## src/hdl/touch_key_pkg.sv

```systemverilog
// Package with register map, field layout, reset values and timing constants of the touch key block.
package touch_key_pkg;

	////////////////////////////////////////////////////////////////////////////////////////////////////
	// Register byte offsets on the register port.
	localparam logic [7:0] CTRL_OFF = 8'h04; // Control: clock base, flag, period, irq enable, enables.
	localparam logic [7:0] CHG_HI_OFF = 8'h0C; // Charge time selectors of channels 10 to 17.
	localparam logic [7:0] CHG_LO_OFF = 8'h10; // Charge time selectors of channels 0 to 9.
	localparam logic [7:0] CHAN_OFF = 8'h34; // Count channel selection.
	localparam logic [7:0] DISCH_OFF = 8'h3C; // Discharge count on write, injected data on read.
	localparam logic [7:0] DATA_OFF = 8'h4C; // Start trigger on write, result or status on read.

	////////////////////////////////////////////////////////////////////////////////////////////////////
	// Control register field positions.
	localparam int COUNT_CLOCK_SEL_LSB = 28; // Count clock selection, three bits.
	localparam int FLAG_BIT = 27; // Count done flag, write one to clear.
	localparam int PSEL_BIT = 26; // Count period selection.
	localparam int IEN_BIT = 25; // Count done interrupt enable.
	localparam int EN_BIT = 24; // Touch unit enable.
	localparam int VARIANT_BIT = 23; // One selects the charge variant, zero the frequency variant.

	// Field widths and masks of the other registers.
	localparam logic [29:0] CHG_LO_MASK = 30'h3FFFFFFF; // Ten channels of three bits.
	localparam logic [23:0] CHG_HI_MASK = 24'hFFFFFF; // Eight channels of three bits.
	localparam int CHG_LO_CHANNELS = 10; // Channels held in the low selector register.

	// Reset values.
	localparam logic [31:0] REG_RESET = 32'h00000000; // All touch registers reset to zero.
	localparam logic [2:0] COUNT_CLOCK_SEL_RESET = 3'h0; // Count clock base resets to the lowest rate.

	////////////////////////////////////////////////////////////////////////////////////////////////////
	// Timing constants.
	localparam int CLK_PERIOD_NS = 8; // Bus clock period at 125 MHz.
	localparam int CONV_HALF_TICKS = 27; // The 13.5 converter clock conversion in half clocks.
	localparam int PERIOD_SHORT_US = 500; // Short counting period.
	localparam int PERIOD_LONG_US = 1000; // Long counting period.

	// Sequencer state of the charge variant.
	typedef enum logic [1:0] {
		ST_IDLE = 2'b00,
		ST_DISCH = 2'b01,
		ST_CHARGE = 2'b10,
		ST_CONV = 2'b11
	} chg_state_t;

	// Charge or sample time in converter half clocks for a three bit selector.
	function automatic logic [8:0] charge_half(input logic [2:0] sel);
		case (sel)
			3'h0: charge_half = 9'h003;
			3'h1: charge_half = 9'h00F;
			3'h2: charge_half = 9'h01B;
			3'h3: charge_half = 9'h039;
			3'h4: charge_half = 9'h053;
			3'h5: charge_half = 9'h06F;
			3'h6: charge_half = 9'h08F;
			default: charge_half = 9'h1DF;
		endcase
	endfunction

	// Bus clock frequency in MHz named by the count clock selection.
	function automatic logic [5:0] clk_sel_mhz(input logic [2:0] sel);
		case (sel)
			3'h0: clk_sel_mhz = 6'h08;
			3'h1: clk_sel_mhz = 6'h0C;
			3'h2: clk_sel_mhz = 6'h18;
			3'h3: clk_sel_mhz = 6'h24;
			3'h4: clk_sel_mhz = 6'h30;
			3'h5: clk_sel_mhz = 6'h38;
			default: clk_sel_mhz = 6'h08;
		endcase
	endfunction

endpackage

```

## src/hdl/touch_key_detect.sv

```systemverilog
// Touch key detection: charge sequencer, frequency counting control and register port.
//
// The strobed register port was decided locally.
`timescale 1ns/1ps
module touch_key_detect
	import touch_key_pkg::*;
#(
	parameter int FLAG_HOLD_NS = 43000, // Flag lifetime before the automatic clear.
	parameter int PERIOD_SHORT = PERIOD_SHORT_US, // Short counting period in microseconds.
	parameter int PERIOD_LONG = PERIOD_LONG_US // Long counting period in microseconds.
) (
	// Clock and reset.
	input wire logic clock,
	input wire logic rst_n,
	// Register port.
	input wire logic [7:0] addr,
	input wire logic [31:0] wr_data,
	input wire logic wr_en,
	input wire logic rd_en,
	output logic [31:0] rd_data,
	// Data and state from the converter core.
	input wire logic [15:0] conv_inj_data,
	input wire logic [15:0] conv_reg_data,
	input wire logic [4:0] conv_channel,
	input wire logic adc_half_tick,
	// Pulse source of the frequency variant.
	input wire logic count_pulse_source,
	// Converter register writes that the touch unit does not take.
	output logic conv_wr,
	output logic [7:0] conv_wr_addr,
	output logic [31:0] conv_wr_data,
	// Analog front end control.
	output logic discharge_on,
	output logic charge_on,
	output logic convert_on,
	output logic charge_done,
	output logic [8:0] sample_half,
	output logic [4:0] mux_channel,
	// Converter interrupt request.
	output logic irq
);

	////////////////////////////////////////////////////////////////////////////////////////////////////
	// Derived constants.
	localparam int FLAG_HOLD_RAW = FLAG_HOLD_NS / CLK_PERIOD_NS; // Longest time rounds down.
	localparam int FLAG_HOLD_CYC = (FLAG_HOLD_RAW < 1) ? 1 : FLAG_HOLD_RAW; // At least one cycle.
	localparam logic [15:0] FLAG_HOLD_LAST = 16'(FLAG_HOLD_CYC - 1); // Last cycle of the hold.

	////////////////////////////////////////////////////////////////////////////////////////////////////
	// Registers and internal signals.
	logic [2:0] count_clock_sel_r; // Bus clock base of the period timer.
	logic count_period_sel_r; // One for the long period.
	logic count_done_irq_en_r; // Interrupt enable of the done flag.
	logic touch_unit_en_r; // Touch unit enable.
	logic variant_r; // One picks the charge variant.
	logic count_done_flag_r; // Count done flag.
	logic [15:0] hold_cnt_r; // Age of the done flag in bus clocks.
	logic [29:0] chg_lo_r; // Charge selectors of channels 0 to 9.
	logic [23:0] chg_hi_r; // Charge selectors of channels 10 to 17.
	logic [4:0] count_channel_sel_r; // Channel of the frequency variant.
	logic [7:0] discharge_count_r; // Common discharge count.
	logic [13:0] count_value_r; // Last published count.
	logic count_valid_r; // The published count is valid.
	chg_state_t state_r; // Charge sequencer state.
	chg_state_t state_nxt; // Next charge sequencer state.
	logic [8:0] cnt_r; // Remaining cycles of the current phase.
	logic [8:0] cnt_nxt; // Next phase counter.
	logic charge_active; // Charge variant owns the aliased offsets.
	logic freq_active; // Frequency variant is running.
	logic wr_ctrl; // Write to the control register.
	logic wr_chan; // Write to the channel register.
	logic start_trigger; // Start of one charge detection.
	logic flag_set; // Hardware sets the done flag.
	logic flag_clr; // Software clears the done flag.
	logic flag_age_out; // The done flag reached its lifetime.
	logic count_done_flag_nxt; // Next done flag.
	logic [4:0] active_channel; // Channel in front of the converter.
	logic [2:0] active_sel; // Selector of the active channel.
	logic [19:0] period_len; // Period length in bus clocks.
	logic [31:0] period_us; // Period length in microseconds.
	logic fc_done; // Counter finished a period.
	logic [13:0] fc_count; // Count of the finished period.
	logic fc_overflow; // Count of the finished period saturated.

	// Selector of one channel out of the two selector registers.
	function automatic logic [2:0] chan_sel(input logic [29:0] lo, input logic [23:0] hi, input logic [4:0] ch);
		logic [4:0] idx;
		idx = ch - 5'(CHG_LO_CHANNELS);
		if (ch < 5'(CHG_LO_CHANNELS)) begin
			chan_sel = lo[ch*3 +: 3];
		end else if (idx < 5'h08) begin
			chan_sel = hi[idx*3 +: 3];
		end else begin
			chan_sel = 3'h0;
		end
	endfunction

	////////////////////////////////////////////////////////////////////////////////////////////////////
	// Decode of writes and variant ownership.
	assign charge_active = touch_unit_en_r & variant_r;
	assign freq_active = touch_unit_en_r & ~variant_r;
	assign wr_ctrl = wr_en & (addr == CTRL_OFF);
	assign wr_chan = wr_en & (addr == CHAN_OFF);
	assign start_trigger = wr_en & (addr == DATA_OFF) & charge_active;
	assign active_channel = variant_r ? conv_channel : count_channel_sel_r;
	assign active_sel = chan_sel(chg_lo_r, chg_hi_r, active_channel);

	// Period in bus clocks is the selected rate times the selected time.
	assign period_us = count_period_sel_r ? 32'(PERIOD_LONG) : 32'(PERIOD_SHORT);
	assign period_len = 20'(32'(clk_sel_mhz(count_clock_sel_r)) * period_us);

	////////////////////////////////////////////////////////////////////////////////////////////////////
	// Control register fields; the flag is handled on its own below.
	always_ff @(posedge clock) begin
		if (!rst_n) begin
			count_clock_sel_r <= COUNT_CLOCK_SEL_RESET;
			count_period_sel_r <= REG_RESET[PSEL_BIT];
			count_done_irq_en_r <= REG_RESET[IEN_BIT];
			touch_unit_en_r <= REG_RESET[EN_BIT];
			variant_r <= REG_RESET[VARIANT_BIT];
		end else if (wr_ctrl) begin
			// Only defined fields are stored; the rest of the word is dropped.
			count_clock_sel_r <= wr_data[COUNT_CLOCK_SEL_LSB +: 3];
			count_period_sel_r <= wr_data[PSEL_BIT];
			count_done_irq_en_r <= wr_data[IEN_BIT];
			touch_unit_en_r <= wr_data[EN_BIT];
			variant_r <= wr_data[VARIANT_BIT];
		end
	end

	////////////////////////////////////////////////////////////////////////////////////////////////////
	// Configuration registers: selectors, channel and discharge count.
	always_ff @(posedge clock) begin
		if (!rst_n) begin
			chg_lo_r <= REG_RESET[29:0];
			chg_hi_r <= REG_RESET[23:0];
			count_channel_sel_r <= REG_RESET[4:0];
			discharge_count_r <= REG_RESET[7:0];
		end else if (wr_en) begin
			if (addr == CHG_LO_OFF) begin
				chg_lo_r <= wr_data[29:0] & CHG_LO_MASK;
			end
			if (addr == CHG_HI_OFF) begin
				chg_hi_r <= wr_data[23:0] & CHG_HI_MASK;
			end
			if (addr == CHAN_OFF) begin
				count_channel_sel_r <= wr_data[4:0];
			end
			// The discharge count is only taken while the charge variant owns the address.
			if (addr == DISCH_OFF && charge_active) begin
				discharge_count_r <= wr_data[7:0];
			end
		end
	end

	////////////////////////////////////////////////////////////////////////////////////////////////////
	// Writes to the aliased offsets go on to the converter only while the touch unit is disabled.
	always_ff @(posedge clock) begin
		if (!rst_n) begin
			conv_wr <= 1'b0;
			conv_wr_addr <= 8'h00;
			conv_wr_data <= 32'h00000000;
		end else begin
			conv_wr <= wr_en & ~touch_unit_en_r & ((addr == DISCH_OFF) | (addr == DATA_OFF));
			if (wr_en) begin
				conv_wr_addr <= addr;
				conv_wr_data <= wr_data;
			end
		end
	end

	////////////////////////////////////////////////////////////////////////////////////////////////////
	// Charge sequencer: discharge in bus clocks, then charge and convert in converter half clocks.
	always_comb begin
		state_nxt = state_r;
		cnt_nxt = cnt_r;
		case (state_r)
			ST_IDLE: begin
				// A trigger while busy is ignored; the running detection completes.
				if (start_trigger) begin
					state_nxt = ST_DISCH;
					cnt_nxt = {1'b0, discharge_count_r};
				end
			end
			ST_DISCH: begin
				// Discharge lasts the count plus one bus clocks.
				if (cnt_r == 9'h000) begin
					state_nxt = ST_CHARGE;
					cnt_nxt = charge_half(active_sel) - 9'h001;
				end else begin
					cnt_nxt = cnt_r - 9'h001;
				end
			end
			ST_CHARGE: begin
				if (adc_half_tick) begin
					if (cnt_r == 9'h000) begin
						state_nxt = ST_CONV;
						cnt_nxt = 9'(CONV_HALF_TICKS - 1);
					end else begin
						cnt_nxt = cnt_r - 9'h001;
					end
				end
			end
			ST_CONV: begin
				if (adc_half_tick) begin
					if (cnt_r == 9'h000) begin
						state_nxt = ST_IDLE;
					end else begin
						cnt_nxt = cnt_r - 9'h001;
					end
				end
			end
			default: begin
				state_nxt = ST_IDLE;
				cnt_nxt = 9'h000;
			end
		endcase
		// Leaving the charge variant drops a detection under way.
		if (!charge_active) begin
			state_nxt = ST_IDLE;
			cnt_nxt = 9'h000;
		end
	end

	// Sequencer state and the phase outputs that follow it.
	always_ff @(posedge clock) begin
		if (!rst_n) begin
			state_r <= ST_IDLE;
			cnt_r <= 9'h000;
			discharge_on <= 1'b0;
			charge_on <= 1'b0;
			convert_on <= 1'b0;
			charge_done <= 1'b0;
		end else begin
			state_r <= state_nxt;
			cnt_r <= cnt_nxt;
			discharge_on <= (state_nxt == ST_DISCH);
			charge_on <= (state_nxt == ST_CHARGE);
			convert_on <= (state_nxt == ST_CONV);
			charge_done <= (state_r == ST_CONV) & (state_nxt == ST_IDLE) & charge_active;
		end
	end

	// Channel and sample time presented to the converter in every mode.
	always_ff @(posedge clock) begin
		if (!rst_n) begin
			sample_half <= 9'h000;
			mux_channel <= 5'h00;
		end else begin
			sample_half <= charge_half(active_sel);
			mux_channel <= active_channel;
		end
	end

	////////////////////////////////////////////////////////////////////////////////////////////////////
	// Frequency variant counter; it runs whenever that variant is enabled.
	touch_freq_counter u_freq_counter (
		.clock(clock),
		.rst_n(rst_n),
		.run(freq_active),
		.restart(wr_chan),
		.period_len(period_len),
		.pulse(count_pulse_source),
		.done_r(fc_done),
		.count_r(fc_count),
		.overflow_r(fc_overflow)
	);

	// Published count and its validity; a channel change or a stop voids the old value.
	always_ff @(posedge clock) begin
		if (!rst_n) begin
			count_value_r <= 14'h0000;
			count_valid_r <= 1'b0;
		end else if (fc_done && freq_active && !wr_chan) begin
			count_value_r <= fc_count;
			count_valid_r <= ~fc_overflow;
		end else if (wr_chan || !freq_active) begin
			count_valid_r <= 1'b0;
		end
	end

	////////////////////////////////////////////////////////////////////////////////////////////////////
	// Done flag: a set in the same cycle as a clear wins, so no completion is lost.
	assign flag_set = fc_done & freq_active & ~wr_chan;
	assign flag_clr = wr_ctrl & wr_data[FLAG_BIT];
	assign flag_age_out = count_done_flag_r & (hold_cnt_r == FLAG_HOLD_LAST);
	assign count_done_flag_nxt = flag_set | (count_done_flag_r & ~flag_clr & ~flag_age_out);

	always_ff @(posedge clock) begin
		if (!rst_n) begin
			count_done_flag_r <= REG_RESET[FLAG_BIT];
			hold_cnt_r <= 16'h0000;
			irq <= 1'b0;
		end else begin
			count_done_flag_r <= count_done_flag_nxt;
			// The age counter restarts on every set.
			if (flag_set || !count_done_flag_r) begin
				hold_cnt_r <= 16'h0000;
			end else begin
				hold_cnt_r <= hold_cnt_r + 16'h0001;
			end
			irq <= count_done_flag_nxt & count_done_irq_en_r;
		end
	end

	////////////////////////////////////////////////////////////////////////////////////////////////////
	// Read data stand in the cycle after the strobe only; unmapped offsets read zero.
	always_ff @(posedge clock) begin
		if (!rst_n) begin
			rd_data <= 32'h00000000;
		end else if (rd_en) begin
			case (addr)
				CTRL_OFF: begin
					rd_data <= {1'b0, count_clock_sel_r, count_done_flag_r, count_period_sel_r,
						count_done_irq_en_r, touch_unit_en_r, variant_r, 23'h000000};
				end
				CHG_HI_OFF: begin
					rd_data <= {8'h00, chg_hi_r};
				end
				CHG_LO_OFF: begin
					rd_data <= {2'h0, chg_lo_r};
				end
				CHAN_OFF: begin
					rd_data <= {27'h0000000, count_channel_sel_r};
				end
				DISCH_OFF: begin
					// The discharge count is write only; reads show the injected data.
					rd_data <= {16'h0000, conv_inj_data};
				end
				DATA_OFF: begin
					if (freq_active) begin
						rd_data <= {16'h0000, count_valid_r, 1'b0, count_value_r};
					end else begin
						rd_data <= {16'h0000, conv_reg_data};
					end
				end
				default: begin
					rd_data <= 32'h00000000;
				end
			endcase
		end else begin
			rd_data <= 32'h00000000;
		end
	end

endmodule

```

## src/hdl/touch_freq_counter.sv

```systemverilog
// Period timer and pulse counter of the frequency sensing variant.
`timescale 1ns/1ps
module touch_freq_counter (
	// Clock and reset.
	input wire logic clock,
	input wire logic rst_n,
	// Control.
	input wire logic run,
	input wire logic restart,
	input wire logic [19:0] period_len,
	// Pulse source to be counted.
	input wire logic pulse,
	// Result.
	output logic done_r,
	output logic [13:0] count_r,
	output logic overflow_r
);

	////////////////////////////////////////////////////////////////////////////////////////////////////
	logic pulse_d_r; // Previous pulse level for edge detection.
	logic [19:0] timer_r; // Bus clocks elapsed in the current period.
	logic [13:0] acc_r; // Pulse edges counted in the current period.
	logic acc_ovf_r; // The accumulator saturated in the current period.
	logic edge_seen; // A rising pulse edge in this cycle.
	logic period_end; // Last bus clock of the period.
	logic [13:0] acc_nxt; // Accumulator including this cycle's edge.
	logic ovf_nxt; // Overflow including this cycle's edge.

	assign edge_seen = pulse & ~pulse_d_r;
	assign period_end = (timer_r == period_len - 20'h00001);
	assign acc_nxt = (edge_seen && acc_r != 14'h3FFF) ? acc_r + 14'h0001 : acc_r;
	assign ovf_nxt = acc_ovf_r | (edge_seen & (acc_r == 14'h3FFF));

	// Edge detector register.
	always_ff @(posedge clock) begin
		if (!rst_n) begin
			pulse_d_r <= 1'b0;
		end else begin
			pulse_d_r <= pulse;
		end
	end

	// Counting runs back to back; a restart or a stop drops the period under way.
	always_ff @(posedge clock) begin
		if (!rst_n) begin
			timer_r <= 20'h00000;
			acc_r <= 14'h0000;
			acc_ovf_r <= 1'b0;
		end else if (!run || restart) begin
			timer_r <= 20'h00000;
			acc_r <= 14'h0000;
			acc_ovf_r <= 1'b0;
		end else if (period_end) begin
			timer_r <= 20'h00000;
			acc_r <= 14'h0000;
			acc_ovf_r <= 1'b0;
		end else begin
			timer_r <= timer_r + 20'h00001;
			acc_r <= acc_nxt;
			acc_ovf_r <= ovf_nxt;
		end
	end

	// Result capture at the end of each full period.
	always_ff @(posedge clock) begin
		if (!rst_n) begin
			done_r <= 1'b0;
			count_r <= 14'h0000;
			overflow_r <= 1'b0;
		end else begin
			done_r <= run & ~restart & period_end;
			if (run && !restart && period_end) begin
				count_r <= acc_nxt;
				overflow_r <= ovf_nxt;
			end
		end
	end

endmodule

```

## config.mk

```make
export PLATFORM = sky130hd
export DESIGN_NAME = touch_key_detect
export DESIGN_NICKNAME = d
export VERILOG_FILES = /design/src/hdl/touch_key_pkg.sv /design/src/hdl/touch_key_detect.sv /design/src/hdl/touch_freq_counter.sv
export SDC_FILE = /design/constraint.sdc
export NUM_CORES = 1
export LEC_CHECK = 0
export BUFFER_PORTS_ARGS = -buffer_cell sky130_fd_sc_hd__buf_4
export CORE_MARGIN = 10
export CORE_UTILIZATION = 45
export CTS_CLUSTER_SIZE = 10
export DETAILED_ROUTE_END_ITERATION = 10
export PLACE_DENSITY = 0.67
export SLEW_MARGIN = 25
export SYNTH_ARGS = -nofsm -noshare
export SYNTH_HDL_FRONTEND = slang
export SYNTH_SLANG_ARGS = --single-unit
```

## constraint.sdc

```tcl
create_clock -name clock -period 7.9 [get_ports clock]
set_input_delay 0.395 -clock clock [delete_from_list [all_inputs] [get_ports clock]]
set_output_delay 0.395 -clock clock [all_outputs]
set_load 0.01 [all_outputs]
```

==> tab_implementation.tex, run 1 <==
\begin{tabular}{lr}
\hline
Metric & Value \\
\hline
\multicolumn{2}{l}{\textbf{Clock tree}} \\
Clock latency on the worst-skew pair & 560 ps \\
Clock transition at path regs & 50 ps \\
Number of cells upsized or downsized after cts & 0 \\
Maximum root-to-sink buffer count & 3 \\
Number of post-CTS setup repair buffers & 0 \\
Clock tree from TritonCTS & built \\
Max H-tree Level & 1 \\
TritonCTS Buffers & 30 \\
Root buffer cell & sky130\_fd\_sc\_hd\_\_clkbuf\_16 \\
Sinks on the clock net & 260 \\
Number of buffers inserted by hold repair at cts & 0 \\
\multicolumn{2}{l}{\textbf{Yosys}} \\
Number of storage elements in the synthesis netlist & 260 \\
Cell variety after synth & 64 \\
Primary flip-flop cell chosen by synthesis mapping & sky130\_fd\_sc\_hd\_\_dfxtp\_1 \\
Leading cell type by number of instances after synthesis & sky130\_fd\_sc\_hd\_\_dfxtp\_1 \\
Synth Cell Area & 0.0124 sq mm \\
Most common library cells after synthesis & sky130\_fd\_sc\_hd\_\_dfxtp\_1, sky130\_fd\_sc\_hd\_\_nand2\_1, sky130\_fd\_sc\_hd\_\_nor2\_1 \\
Proportion of synthesized flip-flops having asynchronous set or reset & 0 \\
Cell accounting for the most synthesized area & sky130\_fd\_sc\_hd\_\_dfxtp\_1 \\
Yosys warns & 0 \\
Top cells by area, synth & sky130\_fd\_sc\_hd\_\_dfxtp\_1, sky130\_fd\_sc\_hd\_\_nand2\_1, sky130\_fd\_sc\_hd\_\_a21oi\_1 \\
Synthesized instance count & 1464 \\
Sequential share of the synthesized area & 0.419 \\
Post-synth EDFFs & 0 \\
Share of the synthesized area in the top cell type & 0.419 \\
Synthesized area per cell & 8.48 sq um \\
\multicolumn{2}{l}{\textbf{Status}} \\
Result of the run & finished, final reports clean \\
\multicolumn{2}{l}{\textbf{Worst setup path}} \\
Critical path fanouts, max & 8 \\
Slowest Stage Delay on Critical Path & 560 ps \\
Critical path launch point type & flop \\
Critical-path cell list & inv\_1 -> ha\_1 -> nor2b\_1 -> o21a\_1 -> nor2\_1 -> nor2\_1 -> a21oi\_1 -> inv\_1 -> fa\_1 -> fa\_1 -> inv\_1 -> ha\_1 -> ha\_1 -> fa\_1 -> a21o\_1 -> a21oi\_1 -> o21ai\_0 -> a2111oi\_0 -> nor3\_1 -> or3\_1 -> a211oi\_2 -> o211a\_1 \\
Class of the most critical setup path & flop to flop \\
Arrival time at the worst endpoint & 6700 ps \\
Worst setup EP type & flop \\
Critical-path cell with the highest stage delay & sky130\_fd\_sc\_hd\_\_fa\_1 \\
Data required time at the worst endpoint & 8390 ps \\
\multicolumn{2}{l}{\textbf{Detailed routing}} \\
Via count normalized by instance count & 5.68 \\
Detailed Route Iter0 Violations & 844 \\
First-pass iteration count of the detailed router & 6 \\
Routed vias & 11062 \\
Average wire per cell in the routed design & 18.7 um \\
Total wire length & 36400 um \\
Number of nets still failing antenna checks after routing & 0 \\
DRC & 0 \\
\multicolumn{2}{l}{\textbf{Placement}} \\
Post-placement worst setup slack & 1730 ps \\
I/O Buffers & 173 \\
Estimated wirelength of the detail-placed design & 26500 um \\
Area post-placement & 0.0139 sq mm \\
Last weighted congestion value of the routability-driven placer & 0.941 \\
Post-placement cell count & 1907 \\
\multicolumn{2}{l}{\textbf{STA}} \\
Final period utilization & 0.786 \\
Transition time at the pin with the least slew margin & 1050 ps \\
RSZ-0062 raised after global routing & false \\
Final clock skew & 19.7 ps \\
Hold slack final & 62.0 ps \\
Max-slew violation count & 0 \\
Setup TNS & 0 ps \\
Min Tclk post-route & 6210 ps \\
Timing-limited maximum frequency & 161 MHz \\
Final Hold Vio Count & 0 \\
Setup-violating endpoint count in the final report & 0 \\
Max transition margin & 0.302 \\
Final worst-path setup slack & 1690 ps \\
\multicolumn{2}{l}{\textbf{Run}} \\
Max Cap Viol & 0 \\
\multicolumn{2}{l}{\textbf{GRT}} \\
Number of global-route vias before repair & 10651 \\
Global-route wire length before repair & 57400 um \\
GR Overflow Total & 0 \\
All-layer global routing usage & 0.205 \\
Initial antenna violation count & 3 \\
Largest net degree at the start of global routing & 57 \\
\multicolumn{2}{l}{\textbf{Power and ir drop}} \\
Maximum VDD drop & 0.000149 V \\
Power Dens Cells & 181 mW/mm\^{}2 \\
Leakage dissipation & 5.81 nW \\
\multicolumn{2}{l}{\textbf{Floorplan}} \\
Starting density of the core & 0.459 \\
Die width & 186 um \\
Row Count & 60 \\
Top-level port count & 175 \\
Core Region & 0.0270 sq mm \\
Die area & 0.0346 sq mm \\
Height of the die & 186 um \\
\multicolumn{2}{l}{\textbf{Finish}} \\
Final std cells w/o fill & 1947 \\
Final Net Count & 1733 \\
Fraction of final layout cells with drive strength greater than 1 & 0.156 \\
Number of fillers in the final layout & 2485 \\
Fin area & 0.0148 sq mm \\
Layout-stage area growth over the synthesis result & 18.9\% \\
\multicolumn{2}{l}{\textbf{Hold path}} \\
Hold/Removal Path Class & input pin to flop \\
\hline
\end{tabular}
## through the flow
step / total power [mW] / util
final: 2.67 / 0.546
after global routing: 2.75 / 0.546
after CTS: 2.69 / 0.545
after detailed placement: 1.50 / 0.515
after global placement: 1.50 / 0.515
after floorplan: 1.42 / -
## final timing paths
kind	from	endpoint	slack, ps	cells past startpoint
setup reg to reg	count_clock_sel_r[1]	u_freq_counter.count_r[12]	1690	22
setup / recovery	count_clock_sel_r[1]	u_freq_counter.count_r[12]	1690	22
hold / removal	count_pulse_source	u_freq_counter.pulse_d_r	60	2
hold reg to reg	u_freq_counter.overflow_r	count_valid_r	440	1
## cells in the final DEF, fill, tap and decap left out, types with 9 or more instances in the layout
cell | netlist | final
sky130_fd_sc_hd__o21ai_0 | 29 | 29
sky130_fd_sc_hd__nor2_1 | 142 | 142
sky130_fd_sc_hd__a21oi_1 | 137 | 137
sky130_fd_sc_hd__nor4_1 | 9 | 9
sky130_fd_sc_hd__a22oi_1 | 23 | 23
sky130_fd_sc_hd__xor2_1 | 31 | 31
sky130_fd_sc_hd__and2_1 | 25 | 25
sky130_fd_sc_hd__inv_1 | 46 | 45
sky130_fd_sc_hd__fa_1 | 12 | 12
sky130_fd_sc_hd__nand4_1 | 10 | 10
sky130_fd_sc_hd__a221oi_1 | 19 | 19
sky130_fd_sc_hd__dfxtp_1 | 260 | 260
sky130_fd_sc_hd__and3_1 | 16 | 14
sky130_fd_sc_hd__ha_1 | 40 | 40
sky130_fd_sc_hd__nand3_1 | 53 | 52
sky130_fd_sc_hd__clkbuf_16 | 0 | 30
sky130_fd_sc_hd__buf_4 | 2 | 186
sky130_fd_sc_hd__mux2i_1 | 66 | 66
sky130_fd_sc_hd__nor3_1 | 47 | 47
sky130_fd_sc_hd__nand2_1 | 231 | 230
sky130_fd_sc_hd__xnor2_1 | 34 | 34
sky130_fd_sc_hd__mux2_2 | 9 | 9
sky130_fd_sc_hd__nor2b_1 | 18 | 17
## kinds of logic after synthesis
family / share of synthesized area
flip-flops: 0.419
multiplexers: 0.0716
AO/OA/AOI/OAI: 0.147
other: 0.000605
AND/OR/NAND/NOR: 0.215
XOR/XNOR: 0.0459
buffers and inverters: 0.0413
adder cells (fa/ha/maj): 0.0597
## flip-flops by register name, indices dropped and copies added, names as in the netlist, 8 cells and up
name                    count
conv_wr_data               32
rd_data                    31
chg_lo_r                   30
chg_hi_r                   24
u_freq_counter.timer_r     20
hold_cnt_r                 16
count_value_r              14
u_freq_counter.acc_r       14
u_freq_counter.count_r     14
cnt_r                       9
sample_half                 9
conv_wr_addr                8
discharge_count_r           8
## critical path, delay by kind of cell (launching register included)
| family | cells | cell delay (ps) |
|---|---|---|
| flops | 1 | 440 |
| buf+inv | 3 | 260 |
| compound gates | 8 | 2130 |
| simple gates | 5 | 1120 |
| fa+ha+maj | 6 | 2220 |
## power by group
part | total (mW) | internal, mW | leakage (nW) | switching [mW]
Clock | 1.19 | 0.684 | 0.394 | 0.509
Sequential | 1.33 | 1.33 | 2.10 | 0.00716
Combinational | 0.142 | 0.0650 | 3.31 | 0.0774
Total | 2.67 | 2.07 | 5.81 | 0.594
## cell type report
class | count | area [sq um] | share of cell area
tap | 341 | 427 | 0.0289
timing repair buffer | 187 | 1410 | 0.0957
antenna | 2 | 5.00 | 0.000339
multi-input combinational | 1073 | 6720 | 0.456
clock inverter | 2 | 21.3 | 0.00144
sequential | 260 | 5200 | 0.353
inverter | 46 | 175 | 0.0119
clock buffer | 36 | 783 | 0.0531
## metal layers
metal / share of wire / global-route usage
met1: 0.43 / 0.265
met2: 0.47 / 0.340
met3: 0.075 / 0.0368
met4: 0.023 / 0.0577
met5: 0 / 0
Note: power is estimated with default switching activity, not from simulation.
==> run 2, diff against run 1 <==
--- a/config.mk
+++ b/config.mk
@@ -10,7 +10,7 @@
 export CORE_UTILIZATION = 45
 export CTS_CLUSTER_SIZE = 10
 export DETAILED_ROUTE_END_ITERATION = 10
-export PLACE_DENSITY = 0.67
+export PLACE_DENSITY = 0.7
 export SLEW_MARGIN = 25
 export SYNTH_ARGS = -nofsm -noshare
 export SYNTH_HDL_FRONTEND = slang
==> constraint.sdc (replaced) <==
create_clock -name clock -period 5.3 [get_ports clock]
set_input_delay 0.265 -clock clock [delete_from_list [all_inputs] [get_ports clock]]
set_output_delay 0.265 -clock clock [all_outputs]
set_load 0.01 [all_outputs]
==> run 2 against run 1 <==
The run now ends with negative setup slack left. Sequential share of layout area is 2.1 points lower. Critical endpoint is now u_freq_counter.count_r[4]. Register-to-register slack worse by 1800 ps. Global-route usage increased by 1.0 points.
==> tab_implementation.tex, run 2 (synthesis results as in run 1) <==
\begin{tabular}{lr}
\hline
Metric & Value \\
\hline
\multicolumn{2}{l}{\textbf{GRT}} \\
Number of global-route vias before repair & 11113 (+4.3\%) \\
Largest net degree at the start of global routing & 81 (+42\%) \\
Global-route wire length before repair & 60200 um (+4.9\%) \\
GR Overflow Total & 0 (unchanged) \\
All-layer global routing usage & 0.215 (+0.0105) \\
Initial antenna violation count & 0 (-3) \\
\multicolumn{2}{l}{\textbf{Clock tree}} \\
Sinks on the clock net & 260 (unchanged) \\
Clock transition at path regs & 60 ps (about the same) \\
TritonCTS Buffers & 31 (+3.3\%) \\
Clock tree from TritonCTS & built \\
Maximum root-to-sink buffer count & 3 (unchanged) \\
Root buffer cell & sky130\_fd\_sc\_hd\_\_clkbuf\_16 \\
Clock latency on the worst-skew pair & 560 ps (about the same) \\
Max H-tree Level & 1 (unchanged) \\
\multicolumn{2}{l}{\textbf{Worst setup path}} \\
Critical-path cell with the highest stage delay & sky130\_fd\_sc\_hd\_\_fa\_2 \\
Cell family with most CP delay & adder cells \\
Critical path fanouts, max & 8 (unchanged) \\
Crit path from & count\_clock\_sel\_r[1] \\
Worst setup EP type & flop \\
Critical path launch point type & flop \\
Slowest Stage Delay on Critical Path & 580 ps (+20 ps) \\
CP most frequent cell & sky130\_fd\_sc\_hd\_\_ha\_4 \\
Critical-path cell list & inv\_4 -> ha\_4 -> nor2b\_2 -> o21a\_1 -> nor2\_4 -> nor2\_4 -> a21oi\_2 -> inv\_2 -> fa\_1 -> fa\_1 -> inv\_2 -> ha\_4 -> ha\_4 -> fa\_2 -> xor2\_2 -> nor4\_2 -> nand4\_1 -> or4\_4 -> a2111oi\_4 -> clkbuf\_16 -> mux2\_4 \\
Critical R2R Launch & count\_clock\_sel\_r[1] \\
Data required time at the worst endpoint & 5740 ps (-2650 ps) \\
Critical path buffers and inverters & 4 (+1) \\
Arrival time at the worst endpoint & 5810 ps (-890 ps) \\
Class of the most critical setup path & flop to flop \\
\multicolumn{2}{l}{\textbf{STA}} \\
Hold slack final & 18.7 ps (-43.3 ps) \\
Final Hold Vio Count & 0 (unchanged) \\
Final worst-path setup slack & -68.5 ps (-1760 ps) \\
Max transition margin & 0.288 (-0.0137) \\
Final clock skew & 16.6 ps (-3.09 ps) \\
Transition time at the pin with the least slew margin & 1070 ps (+17.6 ps) \\
Min Tclk post-route & 5370 ps (-844 ps) \\
RSZ-0062 raised after global routing & true \\
Timing-limited maximum frequency & 186 MHz (+16\%) \\
Max-slew violation count & 0 (unchanged) \\
Final period utilization & 1.01 (+0.227) \\
Setup-violating endpoint count in the final report & 7 (+7) \\
\multicolumn{2}{l}{\textbf{Detailed routing}} \\
DRC & 0 (unchanged) \\
Routed vias & 11439 (+3.4\%) \\
Via count normalized by instance count & 5.67 (-0.23\%) \\
Number of nets still failing antenna checks after routing & 0 (unchanged) \\
First-pass iteration count of the detailed router & 8 (+2) \\
Average wire per cell in the routed design & 19.0 um (+1.9\%) \\
Total wire length & 38400 um (+5.6\%) \\
Detailed Route Iter0 Violations & 1232 (+46\%) \\
\multicolumn{2}{l}{\textbf{Finish}} \\
Final Net Count & 1804 (+4.1\%) \\
Layout-stage area growth over the synthesis result & 26.6\% \\
Multi-input logic area & 0.00697 sq mm (+3.6\%) \\
Number of fillers in the final layout & 2435 (-2.0\%) \\
Commonest non-fill, non-tap cell in the layout & sky130\_fd\_sc\_hd\_\_dfxtp\_1 \\
Number of diodes added for antenna fixing & 0 (-2) \\
Footprint of the flip-flops and latches & 0.00521 sq mm (about the same) \\
Fraction of final layout cells with drive strength greater than 1 & 0.188 (+0.0326) \\
Largest register by flop count & conv\_wr\_data \\
Top flop regs & conv\_wr\_data (32), rd\_data (31), chg\_lo\_r (30) \\
Fin area & 0.0157 sq mm (+6.5\%) \\
Number of flip-flops under the largest register name & 32 (unchanged) \\
Commonest cells after routing, fill and taps aside & sky130\_fd\_sc\_hd\_\_dfxtp\_1, sky130\_fd\_sc\_hd\_\_nand2\_1, sky130\_fd\_sc\_hd\_\_buf\_4 \\
\multicolumn{2}{l}{\textbf{Floorplan}} \\
Top-level port count & 175 (unchanged) \\
Die width & 186 um (unchanged) \\
Row Count & 60 (unchanged) \\
Core Region & 0.0270 sq mm (unchanged) \\
Die area & 0.0346 sq mm (unchanged) \\
Height of the die & 186 um (unchanged) \\
Starting density of the core & 0.459 (unchanged) \\
\multicolumn{2}{l}{\textbf{Hold path}} \\
Hold/Removal Path Class & input pin to flop \\
Start point of the worst hold path & adc\_half\_tick \\
\multicolumn{2}{l}{\textbf{Power and ir drop}} \\
Total power after layout & 4.13 mW (+55\%) \\
Maximum VDD drop & 0.000235 V (+58\%) \\
Power Dens Cells & 263 mW/mm\^{}2 (+45\%) \\
Leakage dissipation & 6.23 nW (+7.2\%) \\
\multicolumn{2}{l}{\textbf{Placement}} \\
Area post-placement & 0.0142 sq mm (+1.9\%) \\
Last weighted congestion value of the routability-driven placer & 0.895 (-4.8\%) \\
Post-placement worst setup slack & -95.5 ps (-1820 ps) \\
Estimated wirelength of the detail-placed design & 27000 um (+1.9\%) \\
I/O Buffers & 173 (unchanged) \\
\multicolumn{2}{l}{\textbf{Run}} \\
Max Cap Viol & 0 (unchanged) \\
\multicolumn{2}{l}{\textbf{Status}} \\
Result of the run & finished with violations \\
Violations in the final reports & negative setup slack \\
\hline
\end{tabular}
run 2: cell count changes in the layout (fill, tap and decap cells not counted), sizes merged:
cell         change
buf             +28
bufinv           +1
clkbuf           +1
clkinv           +1
diode            -2
dlygate4sd3     +41
inv              +1
run 2: report_power, final:
| part | total [mW] | switching [mW] | internal (mW) | leakage (nW) |
|---|---|---|---|---|
| Combinational | 0.247 | 0.127 | 0.120 | 3.69 |
| Sequential | 1.99 | 0.0107 | 1.98 | 2.10 |
| Clock | 1.90 | 0.788 | 1.11 | 0.430 |
run 2: area by class of cell:
type,instances,area share
sequential,260,0.332
clock buffer,36,0.0518
timing repair buffer,257,0.131
clock inverter,5,0.00342
multi-input combinational,1073,0.443
tap,341,0.0272
inverter,46,0.0113
run 2: per-layer routing:
metal  up-vias  track usage  wire [um]
li1       5492            -          -
met1      5443        0.283      16500
met2       429        0.341      17800
met3        75       0.0386       2870
met4         0       0.0855       1300
met5         -            0          0
run 2: path summary, 6_finish.rpt:
check,to,slack [ps],cells past startpoint
max,u_freq_counter.count_r[4],-70,21
min,charge_done,20,3
max reg2reg,u_freq_counter.count_r[4],-70,21
min reg2reg,count_valid_r,450,1
run 2: per-stage QoR:
stage | TNS, ps | instances | util
detailed placement | -1340 | 1923 | 0.525
CTS | 0 | 2013 | 0.576
floorplan | 0 | 1465 | -
global route | -7240 | 2018 | 0.581
finish | -424 | 2018 | 0.581
global placement | 0 | 1923 | 0.525
run 2: worst min-delay path: cells and delay by family:
kind | cells | cell delay [ps]
and+or+nand+nor | 2 | 130
buffers and inverters | 1 | 130
run 2: repair_timing:
| item | 4_1_cts | 5_1_grt |
|---|---|---|
| hold endpoints to repair | 95 | 0 |
| buffers inserted | 8 | 5 |
| endpoints found under the setup margin | 50 | 51 |
| pin swaps | 16 | 17 |
| gates resized for setup | 7 | 20 |
| hold buffers | 41 | 0 |
==> run 3, diff against run 2 <==
--- a/config.mk
+++ b/config.mk
@@ -10,7 +10,7 @@
 export CORE_UTILIZATION = 45
 export CTS_CLUSTER_SIZE = 10
 export DETAILED_ROUTE_END_ITERATION = 10
-export PLACE_DENSITY = 0.7
+export PLACE_DENSITY = 0.67
 export SLEW_MARGIN = 25
 export SYNTH_ARGS = -nofsm -noshare
 export SYNTH_HDL_FRONTEND = slang
==> constraint.sdc (replaced) <==
create_clock -name clock -period 5.4 [get_ports clock]
set_input_delay 0.27 -clock clock [delete_from_list [all_inputs] [get_ports clock]]
set_output_delay 0.27 -clock clock [all_outputs]
set_load 0.01 [all_outputs]
==> run 3 against run 2 <==
The run still ends with negative setup slack left. Sequential share of layout area increased by 0.40 points. Clock-buffer cell count decreased by 2. Core utilization down 0.73 points. First-iteration DRC count shrank 32%. Final area down 1.2%. Global-route usage down 0.44 points. Sequential power down 2%. Clock power fell by 5%. Critical path depth grew 3. Critical path type unchanged.
==> tab_implementation.tex, run 3 (synthesis results as in run 1) <==
\begin{tabular}{lr}
\hline
Metric & Value \\
\hline
\multicolumn{2}{l}{\textbf{Finish}} \\
Number of diodes added for antenna fixing & 0 (unchanged) \\
Commonest non-fill, non-tap cell in the layout & sky130\_fd\_sc\_hd\_\_dfxtp\_1 \\
Largest register by flop count & conv\_wr\_data \\
Final std cells w/o fill & 2007 (-0.55\%) \\
Final Net Count & 1797 (-0.39\%) \\
Number of fillers in the final layout & 2490 (+2.3\%) \\
Top flop regs & conv\_wr\_data (32), rd\_data (31), chg\_lo\_r (30) \\
Commonest cells after routing, fill and taps aside & sky130\_fd\_sc\_hd\_\_dfxtp\_1, sky130\_fd\_sc\_hd\_\_nand2\_1, sky130\_fd\_sc\_hd\_\_buf\_4 \\
Footprint of the flip-flops and latches & 0.00521 sq mm (about the same) \\
Final core occ & 0.574 (-0.00727) \\
Fin area & 0.0155 sq mm (-1.2\%) \\
Layout-stage area growth over the synthesis result & 25.0\% \\
Fraction of final layout cells with drive strength greater than 1 & 0.182 (-0.00596) \\
Multi-input logic area & 0.00686 sq mm (-1.6\%) \\
Number of flip-flops under the largest register name & 32 (unchanged) \\
\multicolumn{2}{l}{\textbf{Detailed routing}} \\
Number of nets still failing antenna checks after routing & 0 (unchanged) \\
DRC & 0 (unchanged) \\
Total wire length & 37600 um (-2.0\%) \\
First-pass iteration count of the detailed router & 8 (unchanged) \\
Via count normalized by instance count & 5.61 (-0.96\%) \\
Routed vias & 11267 (-1.5\%) \\
Detailed Route Iter0 Violations & 832 (-32\%) \\
Average wire per cell in the routed design & 18.8 um (-1.5\%) \\
\multicolumn{2}{l}{\textbf{Worst setup path}} \\
Critical path launch point type & flop \\
Setup slack on the worst flop-to-flop path & -30 ps (+30 ps) \\
Class of the most critical setup path & flop to flop \\
Arrival time at the worst endpoint & 5860 ps (+50 ps) \\
Number of cells on the worst reg-to-reg path & 24 (+14\%) \\
Critical path fanouts, max & 4 (-4) \\
Critical-path cell with the highest stage delay & sky130\_fd\_sc\_hd\_\_fa\_1 \\
Data required time at the worst endpoint & 5820 ps (+80 ps) \\
Slowest Stage Delay on Critical Path & 540 ps (-40 ps) \\
Critical-path cell list & inv\_2 -> ha\_4 -> nor2b\_4 -> o21a\_1 -> nor2\_2 -> buf\_4 -> nand2\_1 -> o21ai\_1 -> inv\_1 -> fa\_1 -> fa\_1 -> inv\_1 -> ha\_1 -> fa\_2 -> xnor2\_2 -> xnor2\_1 -> nor4\_2 -> nand4\_1 -> or3\_4 -> or3\_4 -> a21oi\_4 -> buf\_6 -> clkbuf\_16 -> nor3\_1 \\
Worst setup EP type & flop \\
\multicolumn{2}{l}{\textbf{STA}} \\
Final clock skew & 16.8 ps (+0.129 ps) \\
Final period utilization & 1.01 (-0.00653) \\
Timing-limited maximum frequency & 184 MHz (-1.2\%) \\
Max-slew violation count & 0 (unchanged) \\
Final Hold Vio Count & 0 (unchanged) \\
RSZ-0062 raised after global routing & true \\
Final worst-path setup slack & -34.5 ps (+34.0 ps) \\
Min Tclk post-route & 5430 ps (+66.0 ps) \\
Max transition margin & 0.290 (+0.00226) \\
Setup-violating endpoint count in the final report & 10 (+3) \\
Transition time at the pin with the least slew margin & 1060 ps (-0.410 ps) \\
\multicolumn{2}{l}{\textbf{Placement}} \\
Estimated wirelength of the detail-placed design & 27100 um (+0.29\%) \\
Post-placement cell count & 1928 (+0.26\%) \\
Last weighted congestion value of the routability-driven placer & 0.897 (+0.13\%) \\
Area post-placement & 0.0141 sq mm (-0.46\%) \\
I/O Buffers & 173 (unchanged) \\
\multicolumn{2}{l}{\textbf{Floorplan}} \\
Row Count & 60 (unchanged) \\
Die area & 0.0346 sq mm (unchanged) \\
Starting density of the core & 0.459 (unchanged) \\
Height of the die & 186 um (unchanged) \\
Die width & 186 um (unchanged) \\
Top-level port count & 175 (unchanged) \\
Core Region & 0.0270 sq mm (unchanged) \\
\multicolumn{2}{l}{\textbf{GRT}} \\
Global-route wire length before repair & 58900 um (-2.1\%) \\
All-layer global routing usage & 0.211 (-0.00444) \\
GR Overflow Total & 0 (unchanged) \\
Largest net degree at the start of global routing & 63 (-22\%) \\
Number of global-route vias before repair & 10941 (-1.5\%) \\
Initial antenna violation count & 0 (unchanged) \\
\multicolumn{2}{l}{\textbf{Clock tree}} \\
Clock latency on the worst-skew pair & 550 ps (about the same) \\
Root buffer cell & sky130\_fd\_sc\_hd\_\_clkbuf\_16 \\
Clock transition at path regs & 60 ps (about the same) \\
Maximum root-to-sink buffer count & 3 (unchanged) \\
Clock tree from TritonCTS & built \\
TritonCTS Buffers & 30 (-3.2\%) \\
Max H-tree Level & 1 (unchanged) \\
Sinks on the clock net & 260 (unchanged) \\
\multicolumn{2}{l}{\textbf{Power and ir drop}} \\
Total power after layout & 3.99 mW (-3.6\%) \\
Leakage dissipation & 6.15 nW (-1.2\%) \\
Maximum VDD drop & 0.000235 V (about the same) \\
Power Dens Cells & 257 mW/mm\^{}2 (-2.4\%) \\
\multicolumn{2}{l}{\textbf{Status}} \\
Violations in the final reports & negative setup slack \\
Result of the run & finished with violations \\
\multicolumn{2}{l}{\textbf{Run}} \\
Max Cap Viol & 0 (unchanged) \\
\multicolumn{2}{l}{\textbf{Hold path}} \\
Worst hold path stage count & 3 (unchanged) \\
Hold/Removal Path Class & input pin to flop \\
\hline
\end{tabular}
run 3: changes by cell type in the layout (fill, tap and decap cells not counted), sizes merged:
cell         delta
inv             -1
buf             +3
clkinv          -2
clkbuf          -2
dlygate4sd3     -9
run 3: per-layer routing:
metal  GRT usage  part of all wire
met5           0                 0
met4      0.0455             0.016
met3      0.0361             0.071
met2       0.357              0.48
met1       0.274              0.44
run 3: cell type report:
class                   instances  area share
repair buffers                251       0.130
flip-flops and latches        260       0.336
clock inverters                 2     0.00298
clock buffers                  34      0.0506
inverters                      46      0.0113
multi-input cells            1073       0.442
well taps                     341      0.0275
run 3: worst paths after layout:
check / to / from
min: conv_wr_addr[2] / addr[2]
min reg2reg: count_valid_r / u_freq_counter.overflow_r
max: u_freq_counter.acc_r[9] / count_clock_sel_r[1]
max reg2reg: u_freq_counter.acc_r[9] / count_clock_sel_r[1]
run 3: what timing repair did:
action,4_1_cts,5_1_grt
hold buffers,32,0
resized for setup,10,19
cloned,2,1
endpoints found under the setup margin,50,51
pin swaps,7,19
buffers inserted,5,5
hold endpoints to repair,68,0
run 3: stage by stage:
| stage | TNS [ps] | worst slack (ps) | hold WS, ps |
|---|---|---|---|
| after floorplan | 0 | 7.46 | 298 |
| after global placement | -460 | -47.5 | 424 |
| after detailed placement | -5550 | -160 | 429 |
| after CTS | 0 | 20.4 | 3.05 |
| after global routing | -10630 | -270 | 3.52 |
| final | -176 | -34.5 | 6.93 |
run 3: critical path, delay by kind of cell (launching register included):
| kind | cells | cell delay (ps) |
|---|---|---|
| compound gates | 3 | 530 |
| xor+xnor | 2 | 290 |
| fa+ha+maj | 5 | 2040 |
| buf+inv | 6 | 600 |
| flops | 1 | 330 |
| simple gates | 8 | 1520 |
run 3: power breakdown:
group	switching [mW]	leakage, nW	total (mW)	internal [mW]
combinational	0.121	3.64	0.234	0.113
clock	0.747	0.407	1.80	1.05
sequential	0.0106	2.10	1.95	1.94
total	0.879	6.15	3.99	3.11
